--- src/hdl/pcrb_pkg.sv ---
// Package for the pad configuration register bank.
// Assumes a 32-bit classic Wishbone slave port with byte addresses.
package pcrb_pkg;
   localparam int unsigned NUM_PINS = 11;
   localparam int unsigned ADDR_W   = 32;
   localparam int unsigned DATA_W   = 32;

   // Byte addresses of each pin word, in table order
   localparam logic [31:0] PCRB_BASE = 32'h4004_4000;
   localparam logic [31:0] OFF_PIN_TWELVE  = 32'h4004_4008;
   localparam logic [31:0] OFF_PIN_FIVE    = 32'h4004_400c;
   localparam logic [31:0] OFF_PIN_FOUR    = 32'h4004_4010;
   localparam logic [31:0] OFF_PIN_THREE   = 32'h4004_4014;
   localparam logic [31:0] OFF_PIN_TWO     = 32'h4004_4018;
   localparam logic [31:0] OFF_PIN_ELEVEN  = 32'h4004_401c;
   localparam logic [31:0] OFF_PIN_TEN     = 32'h4004_4020;
   localparam logic [31:0] OFF_PIN_SIXTEEN = 32'h4004_4024;
   localparam logic [31:0] OFF_PIN_FIFTEEN = 32'h4004_4028;
   localparam logic [31:0] OFF_PIN_ONE     = 32'h4004_402c;
   localparam logic [31:0] OFF_PIN_NINE    = 32'h4004_4034;

   localparam logic [NUM_PINS*32-1:0] PIN_OFFSETS = {
      OFF_PIN_NINE, OFF_PIN_ONE, OFF_PIN_FIFTEEN, OFF_PIN_SIXTEEN,
      OFF_PIN_TEN, OFF_PIN_ELEVEN, OFF_PIN_TWO, OFF_PIN_THREE,
      OFF_PIN_FOUR, OFF_PIN_FIVE, OFF_PIN_TWELVE};

   // Field positions
   localparam int unsigned PULL_LSB = 3;
   localparam int unsigned PULL_MSB = 4;
   localparam int unsigned HYS_BIT  = 5;
   localparam int unsigned INV_BIT  = 6;
   localparam int unsigned RSV_LSB  = 7;
   localparam int unsigned RSV_MSB  = 9;
   localparam int unsigned POD_BIT  = 10;

   // Pull codes
   typedef enum logic [1:0] {
      PCRB_PULL_NONE = 2'h0,
      PCRB_PULL_DOWN = 2'h1,
      PCRB_PULL_UP   = 2'h2,
      PCRB_PULL_RPT  = 2'h3
   } pcrb_pull_e;

   // Reset values
   localparam logic [1:0] PULL_RST = 2'h2;
   localparam logic       HYS_RST  = 1'h1;
   localparam logic       INV_RST  = 1'h0;
   localparam logic       POD_RST  = 1'h0;
   localparam logic [2:0] RSV_FIXED = 3'h1;
   localparam logic [31:0] WORD_RST = 32'h0000_00b0;
endpackage : pcrb_pkg

--- src/hdl/pcrb_pad_ctl.sv ---
// One pin's pad control: pull resistors, repeater hold and input inversion.
// Assumes the pin level is synchronous to clk_i.
`timescale 1ns/1ps
`default_nettype none
module pcrb_pad_ctl (
   // Clock and reset
   input  wire logic       clk_i,
   input  wire logic       rst_i,
   // Configuration
   input  wire logic [1:0] pull_i,
   input  wire logic       inv_i,
   // Pad
   input  wire logic       pin_i,
   output var  logic       pu_en_o,
   output var  logic       pd_en_o,
   output var  logic       pin_rd_o
);
   pcrb_pkg::pcrb_pull_e mode;
   assign mode = pcrb_pkg::pcrb_pull_e'(pull_i);

   always_ff @(posedge clk_i) begin
      if (rst_i) begin
         pu_en_o <= 1'b1;
         pd_en_o <= 1'b0;
      end else begin
         unique case (mode)
            pcrb_pkg::PCRB_PULL_NONE: begin
               pu_en_o <= 1'b0;
               pd_en_o <= 1'b0;
            end
            pcrb_pkg::PCRB_PULL_DOWN: begin
               pu_en_o <= 1'b0;
               pd_en_o <= 1'b1;
            end
            pcrb_pkg::PCRB_PULL_UP: begin
               pu_en_o <= 1'b1;
               pd_en_o <= 1'b0;
            end
            pcrb_pkg::PCRB_PULL_RPT: begin
               // Follow the pin so an undriven input keeps its level
               pu_en_o <= pin_i;
               pd_en_o <= ~pin_i;
            end
         endcase
      end
   end

   always_ff @(posedge clk_i) begin
      if (rst_i) pin_rd_o <= 1'b0;
      else pin_rd_o <= pin_i ^ inv_i;
   end
endmodule // pcrb_pad_ctl
`default_nettype wire

--- src/hdl/pcrb_top.sv ---
// Pad configuration register bank with a classic Wishbone slave port.
// Assumes a single-cycle-per-request Wishbone master on clk_i.
//
// Behaviour
// - Each pin word has a two-bit pull field at bits 4:3 that resets to pull-up.
// - Pull code zero enables no resistor and code one only the pull-down.
// - With the invert bit 6 clear (its reset value) a high pin reads as one.
// - With the invert bit set the sampled input is complemented.
// - Bit 10 selects pseudo open-drain output, clear after reset.
// - Repeater code pulls up while the pin is high and down while low.
`timescale 1ns/1ps
`default_nettype none
module pcrb_top #(
   parameter int unsigned NUM_PINS = pcrb_pkg::NUM_PINS
) (
   // Clock and reset
   input  wire logic                clk_i,
   input  wire logic                rst_i,
   // Wishbone slave
   input  wire logic                cyc_i,
   input  wire logic                stb_i,
   input  wire logic                we_i,
   input  wire logic [31:0]         adr_i,
   input  wire logic [3:0]          sel_i,
   input  wire logic [31:0]         dat_i,
   output var  logic [31:0]         dat_o,
   output var  logic                ack_o,
   // Pads
   input  wire logic [NUM_PINS-1:0] pin_i,
   output var  logic [NUM_PINS-1:0] pu_en_o,
   output var  logic [NUM_PINS-1:0] pd_en_o,
   output var  logic [NUM_PINS-1:0] hys_en_o,
   output var  logic [NUM_PINS-1:0] pod_en_o,
   output var  logic [NUM_PINS-1:0] pin_rd_o
);
   if (NUM_PINS != pcrb_pkg::NUM_PINS) begin : g_chk
      $error("pcrb_top: NUM_PINS must match the register map");
   end

   logic [1:0]          pull [NUM_PINS];
   logic [NUM_PINS-1:0] hysteresis_enable;
   logic [NUM_PINS-1:0] input_invert;
   logic [NUM_PINS-1:0] pod;
   logic [NUM_PINS-1:0] hit;
   logic                req;
   logic                wr_go;
   logic [31:0]         next_dat;

   // Accept only while no ack is out, so each request is taken once
   assign req   = cyc_i && stb_i && !ack_o;
   assign wr_go = req && we_i;

   for (genvar p = 0; p < NUM_PINS; p++) begin : g_pin
      assign hit[p] = adr_i == pcrb_pkg::PIN_OFFSETS[p*32 +: 32];

      // Byte lane 0 holds pull, hys, inv; lane 1 holds the open-drain bit
      always_ff @(posedge clk_i) begin
         if (rst_i) begin
            pull[p] <= pcrb_pkg::PULL_RST;
            hysteresis_enable[p]  <= pcrb_pkg::HYS_RST;
            input_invert[p]  <= pcrb_pkg::INV_RST;
         end else if (wr_go && hit[p] && sel_i[0]) begin
            pull[p] <= dat_i[pcrb_pkg::PULL_MSB:pcrb_pkg::PULL_LSB];
            hysteresis_enable[p]  <= dat_i[pcrb_pkg::HYS_BIT];
            input_invert[p]  <= dat_i[pcrb_pkg::INV_BIT];
         end
      end

      always_ff @(posedge clk_i) begin
         if (rst_i) pod[p] <= pcrb_pkg::POD_RST;
         else if (wr_go && hit[p] && sel_i[1])
            pod[p] <= dat_i[pcrb_pkg::POD_BIT];
      end

      always_ff @(posedge clk_i) begin
         if (rst_i) begin
            hys_en_o[p] <= pcrb_pkg::HYS_RST;
            pod_en_o[p] <= pcrb_pkg::POD_RST;
         end else begin
            hys_en_o[p] <= hysteresis_enable[p];
            pod_en_o[p] <= pod[p];
         end
      end

      pcrb_pad_ctl u_pad (
         .clk_i    (clk_i),
         .rst_i    (rst_i),
         .pull_i   (pull[p]),
         .inv_i    (input_invert[p]),
         .pin_i    (pin_i[p]),
         .pu_en_o  (pu_en_o[p]),
         .pd_en_o  (pd_en_o[p]),
         .pin_rd_o (pin_rd_o[p])
      );
   end

   // Read mux; unmapped addresses read zero and are still acknowledged
   always_comb begin
      next_dat = 32'h0000_0000;
      for (int p = 0; p < NUM_PINS; p++) begin
         if (hit[p]) begin
            next_dat[pcrb_pkg::PULL_MSB:pcrb_pkg::PULL_LSB] = pull[p];
            next_dat[pcrb_pkg::HYS_BIT] = hysteresis_enable[p];
            next_dat[pcrb_pkg::INV_BIT] = input_invert[p];
            next_dat[pcrb_pkg::RSV_MSB:pcrb_pkg::RSV_LSB] =
               pcrb_pkg::RSV_FIXED;
            next_dat[pcrb_pkg::POD_BIT] = pod[p];
         end
      end
   end

   always_ff @(posedge clk_i) begin
      if (rst_i) ack_o <= 1'b0;
      else ack_o <= req;
   end

   always_ff @(posedge clk_i) begin
      if (rst_i) dat_o <= 32'h0000_0000;
      else if (req && !we_i) dat_o <= next_dat;
   end
endmodule // pcrb_top
`default_nettype wire

--- config.mk ---
export PLATFORM = sky130hd
export DESIGN_NAME = pcrb_top
export DESIGN_NICKNAME = d
export VERILOG_FILES = /design/src/hdl/pcrb_pkg.sv /design/src/hdl/pcrb_pad_ctl.sv /design/src/hdl/pcrb_top.sv
export SDC_FILE = /design/constraint.sdc
export NUM_CORES = 1
export LEC_CHECK = 0
export ABC_AREA = 1
export BUFFER_PORTS_ARGS = -buffer_cell sky130_fd_sc_hd__buf_4
export CAP_MARGIN = 30
export CORE_ASPECT_RATIO = 0.75
export CORE_MARGIN = 1
export CORE_UTILIZATION = 46
export CTS_CLUSTER_DIAMETER = 200
export DETAILED_ROUTE_END_ITERATION = 8
export PLACE_DENSITY = 0.76
export SLEW_MARGIN = 25
export SYNTH_ARGS = -nofsm -noshare
export SYNTH_HDL_FRONTEND = slang
export SYNTH_SLANG_ARGS = --single-unit
--- constraint.sdc ---
create_clock -name clk_i -period 1.7 [get_ports clk_i]
set_input_delay 0.255 -clock clk_i [delete_from_list [all_inputs] [get_ports clk_i]]
set_output_delay 0.255 -clock clk_i [all_outputs]
set_load 0.02 [all_outputs]
; Yosys cells after proc, flatten, opt, wreduce, memory -nomap -nowiden
; Memory sizes are Yosys's and may differ from the RTL's.
; Index checks and enable logic that the tools add are counted.
[word_totals]
reg_bits = 97
ramBits = 22
inputBits = 84
word_cells = 319
memories = 1
[memory_table]
columns = memory, words, width, read_ports, rd_ports_with_merged_regs, write_ports, line
row1 = pull, 11, 2, 11, 0, 11, pcrb_top.sv:40  ; logic [1:0] pull [NUM_PINS];
[classes]
n_eq_ne = 44
n_mux = 79
bitwise = 33
reduce_logical = 72
[op_table]
columns = operator, count
row1 = 32-bit by 31-bit == test with 1-bit output (second input constant), 11
row2 = 8-bit 2-to-1 mux, 11
row3 = 1-bit case mux with 3 select lines, 22
row4 = 2-bit == test (second input constant), 22
row5 = 2-bit OR reduction, 22
row6 = 1-bit logical AND, 37
row7 = 1-bit 2-to-1 mux, 35
row8 = 2-bit by 1-bit == test with 1-bit output (second input constant), 11
row9 = 2-bit logical NOT, 11
row10 = 2-bit 2-to-1 mux, 11
row11 = 1-bit inverter, 11
row12 = 1-bit bitwise OR, 11
row13 = 1-bit XOR, 11
row14 = 1-bit logical NOT, 2

; Logic depth before layout (Yosys ltp)
; Gate-level depths: netlist of run 1.
[depth]
ltp_word = 12
mapped_depth = 16
ltp_nobuf = 16

; Modules after synthesis
; From an unflattened synthesis of run 1, not the netlist that was laid out.
[unflattened]
hier_cells = 733
hier_area_um2 = 5622.9
[by_module_without_submodules]
columns = mod, instances, cells_per_inst, area_per_inst_um2
row1 = pcrb_top, 1, 579, 4466.8
row2 = pcrb_pad_ctl, 11, 14, 105.1

; Worst setup path after synthesis of run 1
; Ideal clock, no wire load.
[synth_path]
kind = input to register
from = input adr_i[27]
to = memory pull[10][1], data pin
t_arrival_ns = 1.396
path_slack_ns = 0.040
path_stages = 12
path_buffers = 0
path_cell_list = nor2_1 -> and2_2 -> nand2_2 -> nor2_4 -> nand2_4 -> nor2_4 -> nand2_2 -> nor2_4 -> and3_1 -> nand2_1 -> inv_1 -> nand2_1
[synth_lines]
columns = item, line
row1 = from (decl), pcrb_top.sv:23  ; input wire logic [31:0] adr_i,
row2 = to (decl), pcrb_top.sv:40

==> results.tsv, run 1 <==
metric	value	unit
initial antenna violation count	0	
crit path DAT	1.73	ns
share of cells above drive strength 1	0.343	
CTS root buf	clkbuf_16	
WL per Instance	14.0	µm
Clock Power Share	0.490	
Cells after DPL	953	
synthesis-stage register bit count	117	
final setup vio count	0	
final hold viol count	0	
total of max-cap violations	0	
Non-Filler Instances	989	
first-pass GRT wire length	22000	µm
CTS max path bufs	2	
Routed WL	13900	µm
die area	0.0122	mm²
synthesized area	0.00542	mm²
Distinct cells, synth	37	
clock sink total	117	
Net Sw Power	1.55	mW
DP HPWL	10600	µm
post-route antenna net violation count	0	
vias in the first global route	4695	
Comb pwr share	0.078	
Remaining DRCs	0	
pins over their slew limit	0	
fin worst setup slack	0.126	ns
reg2reg start	ack_o	
total internal power	5.14	mW
worst hold path class	in2reg	
core area	0.0112	mm²
R2R Path End	pull[5][1]	
Slew HR	0.622	
CP startpoint kind	flop	
nets@finish	903	
Worst VDD drop	0.711	mV
run status	completed	
Final Critical Period	1.57	ns
reg-to-reg slack, setup	0.13	ns
Leakage	3.13	nW
final period utilization	0.926	
gpl congestion	0.891	
TNS Setup	0	ns
io pins	172	
Die X	127	µm
DP Worst Slack	-0.278	ns
Worst-Skew Late Latency	0.42	ns
1st-iter DRT viols	300	
Seq/Total Area, Yosys	0.473	
Hold Path Sink	g_pin[6].u_pad.pd_en_o	
worst slew pin tran	0.567	ns
FILL cells	984	
hold_ws	0.0534	ns
worst reg2reg path depth	9	
met2 usage	0.414	
Critical Path RT	1.85	ns
GRT Residual Overflow	0	
clk slew on worst S/H paths	0.06	ns
Initial Util	0.484	
crit end category	flop	
total CTS buffers	17	
Via density	4.91	
Syn. warnings	0	
DR vias	4856	
met1 usage	0.277	
Max FO, Critical Path	6	
# rows	33	
Layout area overhead	31.3	%
grt met3 use	0.0650	
critical setup path kind	reg2reg	
Tot Pwr	6.70	mW
H-tree depth	4	
Power per Cell Area	942	mW/mm²
highest clock rate	0.635	GHz
Flop pwr share	0.432	
Switching Share	0.232	
Tot GR Track Use	0.237	
Die Height	96.0	µm
Mapped Cells	679	
Mean Syn Cell Area	7.98	µm²
largest net degree at the start of global routing	39	
port buffer count	116	
# diodes	0	
clk_skew	0.00853	ns
Hold Startpoint	pin_i[6]	
Worst Hold Path Cells	2	
TritonRoute pass-1 iters	5	
GRT Max-Usage Layer	met2	
CTS tree	yes	
[through the flow]
step,area [µm²],utilization
2_1_floorplan,5510,-
3_3_place_gp,6480,0.579
3_5_place_dp,6480,0.579
4_1_cts,7030,0.628
5_1_grt,7110,0.636
6_report,7110,0.636
[critical path, cell delays in order, from the launching register on]
cell     delay, ns
dfxtp_1       0.31
nor2_1        0.12
inv_2         0.07
nor2_4        0.10
buf_6         0.14
inv_1         0.08
nor2_2        0.15
nand2_2       0.10
nor2_2        0.17
nand2_1       0.06
[power groups by stage]
| stage | Combinational (mW) | Sequential, mW | Clock, mW |
|---|---|---|---|
| finish | 0.520 | 2.89 | 3.28 |
| global route | 0.564 | 2.90 | 3.44 |
| CTS | 0.508 | 2.89 | 3.33 |
| detailed placement | 0.507 | 2.95 | 0 |
| global placement | 0.495 | 2.95 | 0 |
| floorplan | 0.352 | 2.95 | 0 |
[cells in the mapped netlist]
library cell	number	area, µm²
buf_6	3	33.8
a41oi_1	1	8.76
dfxtp_1	95	1900
conb_1	1	3.75
o2111ai_1	1	8.76
nand3_4	1	17.5
inv_2	18	67.6
and2_2	1	7.51
edfxtp_1	22	661
nand3_1	51	255
nand3_2	3	30.0
xnor2_1	11	96.3
inv_1	60	225
nor2_4	6	67.6
or2_2	10	62.6
a211oi_1	2	15.0
nand2_2	5	31.3
nand4_1	16	100
nand2_4	1	11.3
o21ai_2	2	17.5
buf_4	60	450
nor4_4	1	21.3
o21ai_1	6	30.0
nor3_2	2	20.0
nand2_1	99	372
o22ai_1	4	25.0
nor3_1	2	10.0
clkbuf_1	15	56.3
nor4_2	2	25.0
buf_1	1	3.75
o21ai_0	18	90.1
a21oi_2	2	17.5
buf_2	3	15.0
nor2_1	102	383
and3_1	1	6.26
nor2_2	13	81.3
a21oi_1	38	190
[sequential cells by signal (all words and copies together) (netlist names)]
name / flops
input_invert: 11
g_pin.u_pad.pd_en_o: 11
hys_en_o: 11
hysteresis_enable: 11
g_pin.u_pad.pu_en_o: 11
g_pin.u_pad.pin_rd_o: 11
dat_o: 6
ack_o: 1
pod_en_o: 11
pull: 22
pod: 11
[area by class of cell]
type	instances	area, µm²	area share
clock buffer	25	508	0.0714
clock inverter	7	41.3	0.00580
inverter	78	293	0.0412
multi-input combinational	427	2150	0.302
sequential	117	2560	0.360
tap	157	196	0.0276
timing repair buffer	178	1370	0.192
[per-layer routing]
| metal | wire, µm | up-vias |
|---|---|---|
| met5 | 0 | - |
| met3 | 917 | 30 |
| li1 | - | 2369 |
| met1 | 6010 | 2288 |
| met4 | 303 | 0 |
| met2 | 6620 | 169 |
[what timing repair did]
action                     CTS  global route
setup endpoints to repair    0            26
hold buffers                 0             0
setup buffers                0             3
resized for setup            0            18
[cells in the final DEF, fill, tap and decap left out, drive strengths merged]
master,netlist,layout
buf,67,178
nor2,121,121
nand2,105,105
dfxtp,95,95
inv,78,80
nand3,55,55
a21oi,40,40
conb,1,26
o21ai,26,26
clkbuf,15,25
edfxtp,22,22
nand4,16,16
xnor2,11,11
or2,10,10
clkinv,0,5
o22ai,4,4
nor3,4,4
nor4,3,3
a211oi,2,2
and2,1,1
and3,1,1
a41oi,1,1
o2111ai,1,1
[cells by family (layout without fill, tap and decap cells)]
family | Yosys count | after routing | synth area share
xor+xnor | 11 | 11 | 0.0178
other cells | 1 | 26 | 0.000692
compound gates | 74 | 74 | 0.0743
buf+inv | 160 | 288 | 0.157
simple gates | 316 | 316 | 0.277
flops | 117 | 117 | 0.473
[how the worst max path moves through the flow]
| stage | start | to | slack (ns) | cells past startpoint |
|---|---|---|---|---|
| after floorplan | adr_i[27] | pull[10][1] | 0.04 | 12 |
| after global placement | adr_i[27] | pull[6][1] | -0.21 | 10 |
| after detailed placement | adr_i[29] | pull[6][1] | -0.28 | 10 |
| after CTS | ack_o | pull[5][1] | 0.05 | 9 |
| after global routing | adr_i[0] | dat_o[5] | -0.0001 | 14 |
| final | ack_o | pull[5][1] | 0.13 | 9 |
Power figures use the tool's default switching activity.
==> run 2: changes to the inputs <==
ABC_CLOCK_PERIOD_IN_PS = 1700   (was default)
BUFFER_PORTS_ARGS = default   (was -buffer_cell sky130_fd_sc_hd__buf_4)
CORE_UTILIZATION = 57   (was 46)
DONT_BUFFER_PORTS = 1   (was default)
PLACE_DENSITY = 0.75   (was 0.76)
==> run 2 against run 1 <==
  * Global-route usage up 4.8 points
  * Sequential power up 2%
  * Flip-flop and latch count unchanged
  * Via count down 9.5%
  * Utilization up 5.4 points
  * Clock power up 7.0%
  * Hold slack worse by 0.032 ns
  * Final cell count down 14%
  * Setup slack worse by 0.0035 ns
  * Clock skew up 0.0028 ns
  * Count of clock-buffer cells in the layout up 5
  * Critical path depth down 1
==> results.tsv, run 2 (synthesized netlist as in run 1, its figures left out) <==
metric	value	unit
CTS root buf	clkbuf_16	
clk_skew	0.0114	ns
crit end category	flop	
Remaining DRCs	0	
Worst VDD drop	0.679	mV
Top reg by flops	pull	
RSZ-0062 raised after global routing	false	
nets@finish	791	
core area	0.00912	mm²
Final Critical Period	1.58	ns
largest net degree at the start of global routing	45	
FILL cells	724	
share of cells above drive strength 1	0.208	
final period utilization	0.928	
worst hold path class	in2reg	
CTS tree	yes	
# diodes	0	
Tot Pwr	6.76	mW
Via density	5.19	
Tot GR Track Use	0.285	
Max FO, Critical Path	6	
io pins	172	
final core utilization	0.690	
TritonRoute pass-1 iters	5	
H-tree depth	4	
total of max-cap violations	0	
critical setup path kind	reg2reg	
WL per Instance	15.5	µm
worst slew pin tran	0.548	ns
initial antenna violation count	0	
1st-iter DRT viols	348	
run status	completed	
final hold viol count	0	
total CTS buffers	17	
# rows	30	
die area	0.00990	mm²
Initial Util	0.594	
max reg flops	22	
clock sink total	117	
DR vias	4397	
commonest cells after routing, fill and taps aside	99 x nand2_1, 99 x nor2_1, 95 x dfxtp_1	
fin worst setup slack	0.123	ns
first-pass GRT wire length	21200	µm
TNS Setup	0	ns
Hold Startpoint	sel_i[1]	
GRT Residual Overflow	0	
Worst-Skew Late Latency	0.41	ns
clk slew on worst S/H paths	0.05	ns
DP Worst Slack	-0.221	ns
highest clock rate	0.634	GHz
final setup vio count	0	
vias in the first global route	4315	
gpl congestion	0.873	
CP startpoint kind	flop	
crit path DAT	1.72	ns
port buffer count	0	
Leakage	2.59	nW
Routed WL	13100	µm
CTS max path bufs	2	
Power per Cell Area	1080	mW/mm²
reg2reg start	ack_o	
DP HPWL	9220	µm
Slew HR	0.634	
Die Height	86.4	µm
pins over their slew limit	0	
Layout area overhead	16.1	%
Critical Path RT	1.84	ns
Die X	115	µm
post-route antenna net violation count	0	
source of the critical timing path	ack_o	
## run 2: cell types whose count changed in the layout (fill, tap and decap cells not counted), moves of 3 or more
cell,change
nor2_2,-3
clkbuf_8,+5
nor2_1,+4
clkinv_2,-3
buf_4,-125
dlygate4sd3_1,+13
## run 2: path summary, 6_finish.rpt
| check | endpoint | slack (ns) | depth (start not counted) |
|---|---|---|---|
| worst max-delay path | pull[6][1] | 0.12 | 8 |
| worst min-delay path | pod[5] | 0.02 | 2 |
| worst max register to register | pull[6][1] | 0.12 | 8 |
| worst min register to register | hys_en_o[7] | 0.45 | 2 |
## run 2: layout make-up
cell class | count | area (µm²) | area share
multi-input combinational | 427 | 2110 | 0.336
inverter | 78 | 293 | 0.0465
sequential | 117 | 2560 | 0.407
clock buffer | 30 | 556 | 0.0883
tap | 128 | 160 | 0.0255
clock inverter | 2 | 35.0 | 0.00557
timing repair buffer | 66 | 573 | 0.0911
## run 2: critical path, stage by stage, from the launching register on
cell	delay (ns)
dfxtp_1	0.32
nor2_2	0.10
inv_2	0.05
nor2_2	0.10
buf_6	0.13
buf_6	0.12
nand4_1	0.18
nor2_2	0.21
nand2_1	0.07
## run 2: where the power goes
group | internal [mW] | switching, mW
sequential | 2.88 | 0.0669
combinational | 0.0986 | 0.216
clock | 2.33 | 1.18
total | 5.31 | 1.46
## run 2: per-layer routing
layer,track usage,up-vias,wire [µm],share of wire
met5,0,-,0,0
met4,0.113,0,250,0.019
met3,0.0825,20,1210,0.092
met2,0.474,218,6200,0.47
met1,0.352,2012,5480,0.42
li1,-,2147,-,-
## run 2: timing repair
action / CTS / global route
setup buffers: 2 / 0
endpoints found under the hold margin: 52 / 0
resized for setup: 2 / 6
hold buffers: 14 / 0
setup endpoints to repair: 4 / 13
pin swaps: 0 / 3
gates cloned: 0 / 0
## run 2: metrics by stage
step	cell area, µm²	std cells	hold WS, ns
2_1_floorplan	5510	704	0.362
3_3_place_gp	5510	800	0.332
3_5_place_dp	5510	800	0.333
4_1_cts	6280	848	0.00151
5_1_grt	6290	848	0.0250
6_report	6290	848	0.0209
